--- src/shared/fwpot_pkg.sv ---
// constants, types and timing shared by both ends of the flash protection link
package fwpot_pkg;

  // ****************************************
  // clock and documented times
  // ****************************************
  localparam real CLK_PERIOD_NS = 50.0;
  localparam real PROG_MAX_MS = 2.5;
  localparam real ERASE_MAX_MS = 30.0;
  localparam real CHIP_ERASE_MAX_MS = 160.0;
  localparam real SUSPEND_LAT_US = 30.0;
  localparam real RESUME_GAP_MIN_US = 20.0;
  localparam real RESUME_GAP_AVG_US = 100.0;
  localparam real POWER_UP_SELECT_DELAY_US = 150.0;

  // ****************************************
  // cycle counts derived from the times
  // ****************************************
  localparam int PROG_MAX_CYC = $rtoi(PROG_MAX_MS * 1.0e6 / CLK_PERIOD_NS);
  localparam int ERASE_MAX_CYC = $rtoi(ERASE_MAX_MS * 1.0e6 / CLK_PERIOD_NS);
  localparam int CHIP_ERASE_MAX_CYC = $rtoi(CHIP_ERASE_MAX_MS * 1.0e6 / CLK_PERIOD_NS);
  localparam logic [11:0] SUSPEND_LAT_CYC = 12'($rtoi(SUSPEND_LAT_US * 1.0e3 / CLK_PERIOD_NS));
  localparam int RESUME_GAP_MIN_CYC = $rtoi($ceil(RESUME_GAP_MIN_US * 1.0e3 / CLK_PERIOD_NS));
  // the host waits the average figure, which also covers the least gap
  localparam logic [11:0] PROGRAM_RESUME_TO_SUSPEND_GAP_CYC =
    12'($rtoi($ceil(RESUME_GAP_AVG_US * 1.0e3 / CLK_PERIOD_NS)));
  localparam logic [11:0] ERASE_RESUME_TO_SUSPEND_GAP_CYC = PROGRAM_RESUME_TO_SUSPEND_GAP_CYC;
  localparam logic [11:0] POWER_UP_SELECT_DELAY_CYC =
    12'($rtoi($ceil(POWER_UP_SELECT_DELAY_US * 1.0e3 / CLK_PERIOD_NS)));
  localparam logic [11:0] LINK_HALF_CYC = 12'h008;
  localparam logic [11:0] LINK_DESEL_CYC = 12'h010;
  localparam int TIMER_W = 22;

  // ****************************************
  // command codes
  // ****************************************
  localparam logic [7:0] OPC_SET_WRITE_ENABLE = 8'h06;
  localparam logic [7:0] OPC_WRITE_DISABLE = 8'h04;
  localparam logic [7:0] OPC_READ_STATUS = 8'h05;
  localparam logic [7:0] OPC_WRITE_STATUS = 8'h01;
  localparam logic [7:0] OPC_PAGE_PROG = 8'h02;
  localparam logic [7:0] OPC_SECTOR_ERASE = 8'h20;
  localparam logic [7:0] OPC_BLOCK32_ERASE = 8'h52;
  localparam logic [7:0] OPC_BLOCK64_ERASE = 8'hd8;
  localparam logic [7:0] OPC_CHIP_ERASE = 8'hc7;
  localparam logic [7:0] OPC_SUSPEND = 8'h75;
  localparam logic [7:0] OPC_RESUME = 8'h7a;
  localparam logic [7:0] OPC_DEEP_PD = 8'hb9;
  localparam logic [7:0] OPC_RELEASE_PD = 8'hab;

  // ****************************************
  // frame lengths in bits and array geometry
  // ****************************************
  localparam logic [5:0] FRAME_BITS_OP = 6'h08;
  localparam logic [5:0] FRAME_BITS_STATUS = 6'h18;
  localparam logic [5:0] FRAME_BITS_ADDR = 6'h20;
  localparam logic [5:0] FRAME_BITS_PROG = 6'h28;
  localparam logic [22:0] ARRAY_SIZE = 23'h400000;
  localparam logic [22:0] SIZE_64K = 23'h010000;
  localparam logic [22:0] SIZE_32K = 23'h008000;
  localparam logic [22:0] SIZE_4K = 23'h001000;
  localparam logic [22:0] SIZE_PAGE = 23'h000100;
  localparam logic [7:0] STATUS_RST = 8'h00;

  // ****************************************
  // state encodings
  // ****************************************
  typedef enum logic [2:0] {
    OP_IDLE = 3'b001,
    OP_RUN = 3'b010,
    OP_SUSP = 3'b100
  } fwpot_op_t;

  typedef enum logic [5:0] {
    H_PWRUP = 6'b000001,
    H_IDLE = 6'b000010,
    H_GAPWAIT = 6'b000100,
    H_SHIFT = 6'b001000,
    H_DESEL = 6'b010000,
    H_SUSPWAIT = 6'b100000
  } fwpot_hstate_t;

endpackage : fwpot_pkg

--- src/shared/fwpot_link_if.sv ---
// serial link between the flash controller and the flash device
`timescale 1ns/1ps
interface fwpot_link_if;
  logic sclk;
  logic cs_n;
  logic mosi;
  logic miso;
  logic wp_n;
  modport host (output sclk, output cs_n, output mosi, output wp_n, input miso);
  modport dev (input sclk, input cs_n, input mosi, input wp_n, output miso);
endinterface : fwpot_link_if

--- src/core/fwpot_sync.sv ---
// two-stage synchroniser for pins from another clock domain
`timescale 1ns/1ps
module fwpot_sync #(
  parameter int W = 1,
  parameter logic [W-1:0] RST = '0
) (
  // clock and reset
  input wire logic core_clk_in,
  input wire logic srst_in,
  // pins
  input wire logic [W-1:0] async_in,
  output logic [W-1:0] sync_out
);
  typedef struct packed {
    logic [W-1:0] s1;
    logic [W-1:0] s2;
  } fwpot_sync_t;

  fwpot_sync_t st;
  fwpot_sync_t next_st;

  always_comb begin
    next_st.s1 = async_in;
    next_st.s2 = st.s1;
    if (srst_in) begin
      next_st.s1 = RST;
      next_st.s2 = RST;
    end
  end

  always_ff @(posedge core_clk_in) begin
    st <= next_st;
  end

  assign sync_out = st.s2;
endmodule : fwpot_sync

--- src/core/fwpot_device.sv ---
// flash device end: command intake, write protection and operation timing
// Functional notes
// - host keeps link rate within dummy limits
// - suspend reached within thirty microseconds
// - host waits after program resume before suspend
// - host waits after erase resume before suspend
// - host keeps average resume-to-suspend above 100us
// - page program finishes within 2.5 ms
// - erases finish within 30 ms, chip 160
// - host holds select high until power settles
// - reset returns control to standby
// - status starts at zero, array erased
// - commands must end on byte boundary
// - modifying commands need write enable latch set
// - protect bits select top/bottom 64K blocks
// - zero protects none, seven all, small sizes
// - write-protect pin low freezes protect bits
// - deep power-down ignores all but release
// - program/erase touching protected area is ignored
// - scheme select one uses per-block locks; here it protects the whole array
`timescale 1ns/1ps
module fwpot_device import fwpot_pkg::*; #(
  parameter logic [TIMER_W-1:0] PROG_CYC = TIMER_W'(PROG_MAX_CYC),
  parameter logic [TIMER_W-1:0] ERASE_CYC = TIMER_W'(ERASE_MAX_CYC),
  parameter logic [TIMER_W-1:0] CHIP_ERASE_CYC = TIMER_W'(CHIP_ERASE_MAX_CYC)
) (
  // clock and reset
  input wire logic core_clk_in,
  input wire logic srst_in,
  // link
  fwpot_link_if.dev link,
  // user side state
  output logic [7:0] status_out,
  output logic [7:0] config_out,
  output logic busy_out,
  output logic reject_out
);

  // ****************************************
  // state
  // ****************************************
  typedef struct packed {
    logic sclk_q;
    logic in_frame;
    logic [2:0] bitcnt;
    logic [2:0] bytecnt;
    logic [6:0] shreg;
    logic [7:0] opcode;
    logic [31:0] arg;
    logic [15:0] tx;
    logic miso;
    logic [4:0] bp;
    logic lock0;
    logic lock1;
    logic scheme;
    logic write_enable_latch;
    fwpot_op_t op;
    logic [TIMER_W-1:0] timer;
    logic deep_pd;
    logic reject;
  } fwpot_dev_t;
  fwpot_dev_t st;
  fwpot_dev_t next_st;
  logic [3:0] pins_s;
  logic [7:0] stat_v;
  logic [7:0] conf_v;
  fwpot_sync #(
    .W(4),
    .RST(4'ha)
  ) u_sync (
    .core_clk_in(core_clk_in),
    .srst_in(srst_in),
    .async_in({link.wp_n, link.mosi, link.cs_n, link.sclk}),
    .sync_out(pins_s)
  );
  assign stat_v = {st.lock0, st.bp, st.write_enable_latch, st.op[1]};
  assign conf_v = {4'h0, st.deep_pd, st.op[2], st.scheme, st.lock1};
  // ****************************************
  // protected range as [lo, hi)
  // ****************************************
  function automatic logic [45:0] prot_range(input logic [4:0] bp, input logic scheme);
    logic [22:0] sz;
    logic [22:0] lo;
    sz = '0;
    if (scheme || bp[2:0] == 3'h7) begin
      sz = ARRAY_SIZE;
    end else if (bp[2:0] == 3'h0) begin
      sz = '0;
    end else if (!bp[4]) begin
      sz = SIZE_64K << (bp[2:0] - 3'h1);
    end else if (bp[2]) begin
      sz = SIZE_32K;
    end else begin
      sz = SIZE_4K << (bp[2:0] - 3'h1);
    end
    lo = bp[3] ? 23'h000000 : ARRAY_SIZE - sz;
    return {lo, 23'(lo + sz)};
  endfunction : prot_range
  // ****************************************
  // next state
  // ****************************************
  always_comb begin
    logic [7:0] nbyte;
    logic [7:0] sbyte;
    logic [22:0] tsize;
    logic [22:0] tlo;
    logic [22:0] thi;
    logic [22:0] plo;
    logic [22:0] phi;
    logic [21:0] taddr;
    logic [TIMER_W-1:0] tcyc;
    logic len_ok;
    logic hit;
    logic sclk_s;
    logic cs_n_s;
    logic mosi_s;
    logic wp_n_s;
    nbyte = '0;
    sbyte = '0;
    tsize = ARRAY_SIZE;
    tcyc = ERASE_CYC;
    len_ok = st.bytecnt == 3'h4;
    {wp_n_s, mosi_s, cs_n_s, sclk_s} = pins_s;
    next_st = st;
    next_st.reject = 1'b0;
    next_st.sclk_q = sclk_s;
    // running operation counts down to completion
    if (st.op == OP_RUN) begin
      if (st.timer == '0) begin
        next_st.op = OP_IDLE;
      end else begin
        next_st.timer = st.timer - TIMER_W'(1);
      end
    end
    // target range of a modifying command
    case (st.opcode)
      OPC_PAGE_PROG: begin
        tsize = SIZE_PAGE;
        tcyc = PROG_CYC;
        len_ok = st.bytecnt >= 3'h5;
      end
      OPC_SECTOR_ERASE: tsize = SIZE_4K;
      OPC_BLOCK32_ERASE: tsize = SIZE_32K;
      OPC_BLOCK64_ERASE: tsize = SIZE_64K;
      default: begin
        tcyc = CHIP_ERASE_CYC;
        len_ok = st.bytecnt == 3'h1;
      end
    endcase
    taddr = (st.opcode == OPC_PAGE_PROG) ? st.arg[29:8] : st.arg[21:0];
    tlo = {1'b0, taddr} & ~(tsize - 23'h1);
    thi = 23'(tlo + tsize);
    {plo, phi} = prot_range(st.bp, st.scheme);
    hit = (plo != phi) && (tlo < phi) && (thi > plo);
    if (cs_n_s) begin
      next_st.miso = 1'b0;
      if (st.in_frame) begin
        next_st.in_frame = 1'b0;
        if (st.bitcnt != 3'h0) begin
          next_st.reject = 1'b1;
        end else if (st.bytecnt != 3'h0) begin
          if (st.deep_pd) begin
            if (st.opcode == OPC_RELEASE_PD) begin
              next_st.deep_pd = 1'b0;
            end else begin
              next_st.reject = 1'b1;
            end
          end else begin
            case (st.opcode)
              OPC_SET_WRITE_ENABLE: next_st.write_enable_latch = 1'b1;
              OPC_WRITE_DISABLE: next_st.write_enable_latch = 1'b0;
              OPC_READ_STATUS: next_st.write_enable_latch = st.write_enable_latch;
              OPC_WRITE_STATUS: begin
                if (!st.write_enable_latch || st.op != OP_IDLE || st.bytecnt < 3'h2) begin
                  next_st.reject = 1'b1;
                end else begin
                  next_st.write_enable_latch = 1'b0;
                  sbyte = (st.bytecnt == 3'h2) ? st.arg[7:0] : st.arg[15:8];
                  if (wp_n_s) begin
                    next_st.bp = sbyte[6:2];
                    next_st.lock0 = sbyte[7];
                    if (st.bytecnt >= 3'h3) begin
                      next_st.lock1 = st.arg[0];
                    end
                  end
                  if (st.bytecnt >= 3'h3) begin
                    next_st.scheme = st.arg[1];
                  end
                end
              end
              OPC_PAGE_PROG, OPC_SECTOR_ERASE, OPC_BLOCK32_ERASE, OPC_BLOCK64_ERASE,
              OPC_CHIP_ERASE: begin
                if (!st.write_enable_latch || st.op != OP_IDLE || !len_ok || hit) begin
                  next_st.reject = 1'b1;
                end else begin
                  next_st.write_enable_latch = 1'b0;
                  next_st.op = OP_RUN;
                  next_st.timer = tcyc - TIMER_W'(1);
                end
              end
              OPC_SUSPEND: begin
                if (st.op == OP_RUN) begin
                  next_st.op = OP_SUSP;
                end else begin
                  next_st.reject = 1'b1;
                end
              end
              OPC_RESUME: begin
                if (st.op == OP_SUSP) begin
                  next_st.op = OP_RUN;
                end else begin
                  next_st.reject = 1'b1;
                end
              end
              OPC_DEEP_PD: begin
                if (st.op == OP_IDLE) begin
                  next_st.deep_pd = 1'b1;
                end else begin
                  next_st.reject = 1'b1;
                end
              end
              default: next_st.reject = 1'b1;
            endcase
          end
        end
      end
    end else if (!st.in_frame) begin
      next_st.in_frame = 1'b1;
      next_st.bitcnt = 3'h0;
      next_st.bytecnt = 3'h0;
      next_st.arg = '0;
      next_st.tx = '0;
    end else if (sclk_s && !st.sclk_q) begin
      nbyte = {st.shreg, mosi_s};
      next_st.shreg = nbyte[6:0];
      next_st.bitcnt = st.bitcnt + 3'h1;
      if (st.bitcnt == 3'h7) begin
        if (st.bytecnt != 3'h7) begin
          next_st.bytecnt = st.bytecnt + 3'h1;
        end
        if (st.bytecnt == 3'h0) begin
          next_st.opcode = nbyte;
          if (nbyte == OPC_READ_STATUS && !st.deep_pd) begin
            next_st.tx = {stat_v, conf_v};
          end
        end else if (st.bytecnt < 3'h5) begin
          next_st.arg = {st.arg[23:0], nbyte};
        end
      end
    end else if (!sclk_s && st.sclk_q) begin
      next_st.miso = st.tx[15];
      next_st.tx = {st.tx[14:0], 1'b0};
    end
    if (srst_in) begin
      next_st = '0;
      next_st.op = OP_IDLE;
      {next_st.lock0, next_st.bp, next_st.write_enable_latch} = STATUS_RST[7:1];
    end
  end
  always_ff @(posedge core_clk_in) begin
    st <= next_st;
  end
  // ****************************************
  // outputs
  // ****************************************
  assign link.miso = st.miso;
  assign status_out = stat_v;
  assign config_out = conf_v;
  assign busy_out = st.op[1];
  assign reject_out = st.reject;
endmodule : fwpot_device

--- src/flat_wrapper.sv ---
// flat-port wrapper written by rule: the top's interface ports become plain ports
module fwpot_device_flat import fwpot_pkg::*;
#(
  parameter logic [TIMER_W-1:0] PROG_CYC = TIMER_W'(PROG_MAX_CYC),
  parameter logic [TIMER_W-1:0] ERASE_CYC = TIMER_W'(ERASE_MAX_CYC),
  parameter logic [TIMER_W-1:0] CHIP_ERASE_CYC = TIMER_W'(CHIP_ERASE_MAX_CYC)
)
  (core_clk_in, srst_in, status_out, config_out, busy_out, reject_out, link_sclk, link_cs_n, link_mosi, link_wp_n, link_miso);
  fwpot_link_if link_i ();
  input wire logic core_clk_in;
  input wire logic srst_in;
  output logic [7:0] status_out;
  output logic [7:0] config_out;
  output logic busy_out;
  output logic reject_out;
  input wire logic [$bits(link_i.sclk)-1:0] link_sclk;
  input wire logic [$bits(link_i.cs_n)-1:0] link_cs_n;
  input wire logic [$bits(link_i.mosi)-1:0] link_mosi;
  input wire logic [$bits(link_i.wp_n)-1:0] link_wp_n;
  output wire logic [$bits(link_i.miso)-1:0] link_miso;
  assign link_i.sclk = link_sclk;
  assign link_i.cs_n = link_cs_n;
  assign link_i.mosi = link_mosi;
  assign link_i.wp_n = link_wp_n;
  assign link_miso = link_i.miso;
  fwpot_device #(.PROG_CYC(PROG_CYC), .ERASE_CYC(ERASE_CYC), .CHIP_ERASE_CYC(CHIP_ERASE_CYC)) u_core (.core_clk_in(core_clk_in), .srst_in(srst_in), .link(link_i), .status_out(status_out), .config_out(config_out), .busy_out(busy_out), .reject_out(reject_out));
endmodule
--- config.mk ---
export PLATFORM = sky130hd
export DESIGN_NAME = fwpot_device_flat
export DESIGN_NICKNAME = d
export VERILOG_FILES = /design/src/shared/fwpot_pkg.sv /design/src/shared/fwpot_link_if.sv /design/src/core/fwpot_sync.sv /design/src/core/fwpot_device.sv /design/src/flat_wrapper.sv
export SDC_FILE = /design/constraint.sdc
export NUM_CORES = 1
export LEC_CHECK = 0
export ABC_AREA = 1
export BUFFER_PORTS_ARGS = -buffer_cell sky130_fd_sc_hd__clkbuf_2
export CAP_MARGIN = 20
export CORE_MARGIN = 2
export CORE_UTILIZATION = 57
export DETAILED_ROUTE_END_ITERATION = 8
export GPL_TIMING_DRIVEN = 0
export PLACE_DENSITY = 0.77
export SLEW_MARGIN = 25
export SYNTH_ARGS = -nofsm -noshare
export SYNTH_HDL_FRONTEND = slang
export SYNTH_HIERARCHICAL = 1
export SYNTH_SLANG_ARGS = --single-unit
--- constraint.sdc ---
create_clock -name core_clk_in -period 4.4 [get_ports core_clk_in]
set_clock_uncertainty 0.1 [all_clocks]
set_input_delay 0.22 -clock core_clk_in [delete_from_list [all_inputs] [get_ports core_clk_in]]
set_output_delay 0.22 -clock core_clk_in [all_outputs]
set_load 0.1 [all_outputs]
# After elaboration in Yosys (flattened, before gate mapping)
# Index checks and enable logic that the tools add are counted.
# op_classes
addsub,9
magnitude_cmp,6
eq_ne,36
shifts,2
muxes,50
n_bitwise,8
reduce_logical,38
# ops
cell,n
$mux 23,5
$pmux 23 s4,1
$mux 27,3
$mux 22,3
$mux 32,2
$mux 56,1
$mux 53,1
$mux 26,2
$mux 25,2
$mux 16,3
$add 23x23->23,2
$mux 46,1
$pmux 22 s2,1
$sub 22x1->22 const B,2
$eq 8x3->1 const B,4
$eq 8x8->1 const B,4
$eq 8x7->1 const B,3
$reduce_and 8->1,3
$and 22x23->23,1
$gt 23x23->1,1
$lt 23x23->1,1
$ne 23x23->1,1
$not 23->23,1
$shl 13x3->23 const A,1
other kinds (44),100
# word_totals
ff_bits,114
inputBits,6
out_inout_bits,19
word_cells,169

# Logic depth before layout (Yosys ltp)
# logic_depth
ltp_word,20
mapped_depth,36
mapped_depth_nobuf,36

# By module
# Netlist, hierarchy kept.
# by_module_without_submodules
module,n_inst,cells_per_inst,area_per_inst_um2,seq_area_each_um2
fwpot_device,1,1152,7583.5,2122.0
fwpot_sync,1,29,254.0,160.2

# Worst setup path after synthesis
# No wires, ideal clock.
# synth_path
path_type,reg2reg
start,reg u_core/st[85] (netlist bit)
end,reg u_core/st[15] (netlist bit)
setup_time_ps,109
arrival_time_ps,3990
t_required_ps,4191
path_slack_ps,201
path_stages_with_launch,36
n_path_buf,1
synth_period_minus_slack_ps,4199
path_cell_list,dfxtp_1 -> inv_1 -> nand2_2 -> nor2_2 -> nand2_2 -> clkbuf_1 -> o21ai_0 -> nor2_1 -> ha_1 -> inv_1 -> nor3_1 -> o21ai_0 -> nor2_1 -> nand2_1 -> nand2_1 -> nand2_1 -> nand2_1 -> nand2_1 -> xor2_1 -> ha_1 -> nand2_1 -> inv_1 -> nand2_1 -> nor4_1 -> a21boi_1 -> nand3_1 -> nand2_1 -> a21oi_1 -> nand2_2 -> nand3_2 -> inv_2 -> nand2_4 -> nand2_2 -> o21ai_2 -> nand2_1 -> inv_1
# synth_between
elab_chain_cells,16
elab_cells_between_ends,30
classes_between,add/sub: 3; order compare: 2; eq/ne: 5; mux: 11; bitwise: 2; reduce/logical: 7
# synth_lines
element,line_no,rtl
start: declaration,fwpot_device.sv:62,fwpot_dev_t st;
start signal: assignment,fwpot_device.sv:261,st <= next_st;
$eq 8x8->1 (tied with other cells),"fwpot_device.sv:136, fwpot_device.sv:169",
$pmux 23 s4,fwpot_device.sv:136,case (st.opcode)
$sub 23x1->23,fwpot_device.sv:151,"tlo = {1'b0, taddr} & ~(tsize - 23'h1);"
$not 23->23,fwpot_device.sv:151,
$and 22x23->23,fwpot_device.sv:151,
$add 23x23->23 / $lt 23x23->1 (equally long branches),"fwpot_device.sv:152, fwpot_device.sv:154",
$gt 23x23->1 / $logic_and 1x1->1 (equally long branches),fwpot_device.sv:154,hit = (plo != phi) && (tlo < phi) && (thi > plo);
$logic_and 1x1->1,fwpot_device.sv:154,
$logic_or 1x1->1,fwpot_device.sv:193,if (!st.write_enable_latch || st.op != OP_IDLE || !len_ok || hit) begin
$mux 26,fwpot_device.sv:193,
$mux 22 (*),fwpot_device.sv:169,case (st.opcode)
$mux 25 (*),fwpot_device.sv:162,if (st.deep_pd) begin
$mux 27 (*),fwpot_device.sv:161,end else if (st.bytecnt != 3'h0) begin
$mux 26 (*),fwpot_device.sv:159,if (st.bitcnt != 3'h0) begin
$mux 27 (*),fwpot_device.sv:157,if (st.in_frame) begin
$mux 27 (*),fwpot_device.sv:155,if (cs_n_s) begin
# Every way passes the cells marked *; elsewhere a longest branch is shown, timed or not. The select of a mux whose other input is x is not followed.
# A chain may end at the register's enable or synchronous reset.

# Final worst setup path
# layout_path
start,reg u_core/st[92] (netlist bit)
end,reg u_core/st[23] (netlist bit)
# The elaborated chain is that of the path after synthesis.

==> run metrics <==
Crit path top cell by count=nand2_2; post-synth cell types=53; Final setup violation count=33; final hold violation count=0; Peak supply drop=333 uV; count leader, synth=nand2_1; dominant cell type by area after synthesis=dfxtp_1; total I/O pin count=25; post-route cell area=9820 um2; width of the die=121 um; Clk Latency, worst-skew pair=0.42 ns; Max Used Layer=met4; Power Density=252 nW/um2; DR vias/cell=5.70; Synth Cell Area=7840 um2; pins over their slew limit=0; critical path class=flip-flop to flip-flop; DR WL met3=1.79 mm; R2R Setup Slk=-0.42 ns; total global-route track usage=31.2%; Hold Path End=u_core/u_sync/sync_out[0]; most frequent cells after synthesis=227 x nand2_1, 172 x inv_1, 122 x nor2_1, 114 x dfxtp_1, 99 x a21oi_1; H-Tree Depth=4; Seq cells post-synth=114; initial antenna violation count=0; Total Power=2.47 mW; post-DR wirelength/cell=15.7 um; status=finished, violations left; Reg clk slew, reported paths=0.06 ns; Post-DRT Antenna Nets=0; worst r2r dst=u_core/st[23]; Worst Min Path Start=srst_in; delay-heaviest family, CP=simple AND/OR/NAND/NOR gates; pin count of the biggest net entering global routing=17; vias in the first global route=7727; filler cell count=1031; critical path required time=4.60 ns; row count=42; min cycle time layout=4.82 ns; dpl hpwl=15.7 mm; Synth async-reset ratio=0%; startpoint class of the critical path=flip-flop; Main synth FF type=dfxtp_1; sequential share of the synthesized area=29.1%; DR vias=8463; unrepaired setup endpoints after global routing=yes; clk root buf=clkbuf_16; Placeable Area=13300 um2; Synth top area share=29.1%; Rel. slew slack=40.9%; drt first-iter violations=913; P_leak=4.73 nW; worst-margin pin slew=0.880 ns; reg2reg start=u_core/st[92]; Setup crit end kind=flip-flop; routed metal-1 wirelength=9.91 mm; EDFF count, synth=0; hold crit path type=primary input to flip-flop; cts bufs inserted=17; diodes inserted=0; period utilization=110%; drt total wl=23.3 mm; crit-path max FO=7; first-pass GRT wire length=36.4 mm; Worst EP arrival=5.03 ns; FMAX=207 MHz; layout cells sized above 1=22.7%; Die Y=121 um; DIE AREA=14700 um2; TritonRoute pass-1 iters=5; hold path depth=2; Max Cap Violations=0; Syn Inst Count=1181; drt drc=0; Placed Instance Area=8170 um2; syn avg cell area=6.64 um2; Initial Util=58.7%; Clock Tree Buf Depth=2; nets@finish=1347; violated checks=setup timing; Syn. warnings=6; Worst Path Buf+Inv=5; reg2reg path depth=30; clk sink count=114; gpl congestion=0.965; overflow left after global routing=0; Final WS setup=-0.423 ns; slowest cell delay on critical path=0.34 ns; Worst path slowest cell=dfxtp_2; CTS tree=done; PortBufs=20; top post-synthesis cells by area=dfxtp_1 29%, nand2_1 11%, inv_1 8.2%; Area Overhead vs Synth=25.3%; Detail Route met2 WL=10.8 mm
-- cell type report --
| type | count | area [um2] | share of cell area [%] |
|---|---|---|---|
| plain buffers | 52 | 300 | 3.06 |
| repair buffers | 92 | 662 | 6.74 |
| inverters | 185 | 697 | 7.10 |
| multi-input cells | 833 | 5090 | 51.8 |
| well taps | 176 | 220 | 2.24 |
| clock buffers | 18 | 439 | 4.47 |
| flip-flops and latches | 114 | 2310 | 23.5 |
| clock inverters | 14 | 106 | 1.08 |
-- registers in the layout (all words and copies together) (netlist names) --
signal	flops
u_core/st	92
u_core/config_out	4
u_core/u_sync/sync_out	4
u_core/reject_out	1
u_core/link.miso	1
u_core/busy_out	1
u_core/status_out	7
u_core/u_sync/st	4
-- placed cells by master (no fill, tap or decap), types with 9 or more instances in the layout --
| cell | n |
|---|---|
| a211oi_1 | 20 |
| a21oi_1 | 94 |
| a22oi_1 | 10 |
| buf_4 | 86 |
| clkbuf_1 | 24 |
| clkbuf_16 | 17 |
| clkbuf_2 | 20 |
| dfxtp_1 | 103 |
| ha_1 | 42 |
| inv_1 | 162 |
| inv_2 | 21 |
| nand2_1 | 211 |
| nand2_2 | 21 |
| nand2_4 | 11 |
| nand3_1 | 67 |
| nand3_2 | 14 |
| nand4_1 | 21 |
| nor2_1 | 111 |
| nor2_4 | 9 |
| nor3_1 | 18 |
| o21ai_0 | 58 |
| xor2_1 | 22 |
-- cells by family after synthesis --
kind of cell | Yosys count | synth area share (%)
and+or+nand+nor | 522 | 30.1
other | 1 | 0.0478
xor gates and xnor gates | 27 | 3.21
DFF | 114 | 29.1
buffers and inverters | 237 | 12.5
AOI/OAI and AO/OA | 234 | 17.7
adders and majority gates | 46 | 7.34
-- worst max path at each step --
stage | end | depth (start not counted) | from
global route | u_core/st[23] | 30 | u_core/st[92]
CTS | u_core/st[21] | 31 | u_core/st[91]
global placement | u_core/st[21] | 35 | u_core/st[90]
finish | u_core/st[23] | 30 | u_core/st[92]
floorplan | u_core/st[15] | 35 | u_core/st[85]
detailed placement | u_core/st[21] | 35 | u_core/st[90]
-- routing by layer --
metal / vias to the layer above / track usage [%]
met5: - / 0
li1: 4120 / -
met4: 0 / 14.6
met1: 3880 / 40.0
met2: 385 / 50.5
met3: 78 / 6.20
-- worst reg2reg max path: cells and delay by family, from the launching register on --
family                   cells  cell delay [ns]
AND/OR/NAND/NOR             17             1.93
AO/OA/AOI/OAI                5             1.05
adder cells (fa/ha/maj)      2             0.58
buffers and inverters        5             0.56
flip-flops                   1             0.34
XOR/XNOR                     1             0.14
-- timing repair --
action	CTS	global route
hold endpoints to repair	4	0
gates cloned	0	1
endpoints found under the setup margin	27	35
pin swaps	32	35
resized for setup	75	76
hold buffers	4	0
buffers inserted	46	21
-- power breakdown --
group / internal (mW) / switching [mW] / total [mW]
sequential: 1.05 / 0.0110 / 1.06
combinational: 0.0401 / 0.107 / 0.147
clock: 0.738 / 0.527 / 1.27
-- per-stage QoR --
stage	hold slack [ns]	std cells	utilization, %	TNS (ns)	setup WS [ns]
4_1_cts	0.0515	1462	70.2	-3.59	-0.199
3_5_place_dp	0.293	1380	61.2	-20.49	-0.960
6_report	0.0782	1484	73.6	-8.48	-0.423
3_3_place_gp	0.290	1380	61.2	-18.83	-0.897
5_1_grt	0.0898	1484	73.6	-13.98	-0.607
2_1_floorplan	0.191	1184	-	0	0.201
Note: power is estimated with default switching activity, not from simulation.
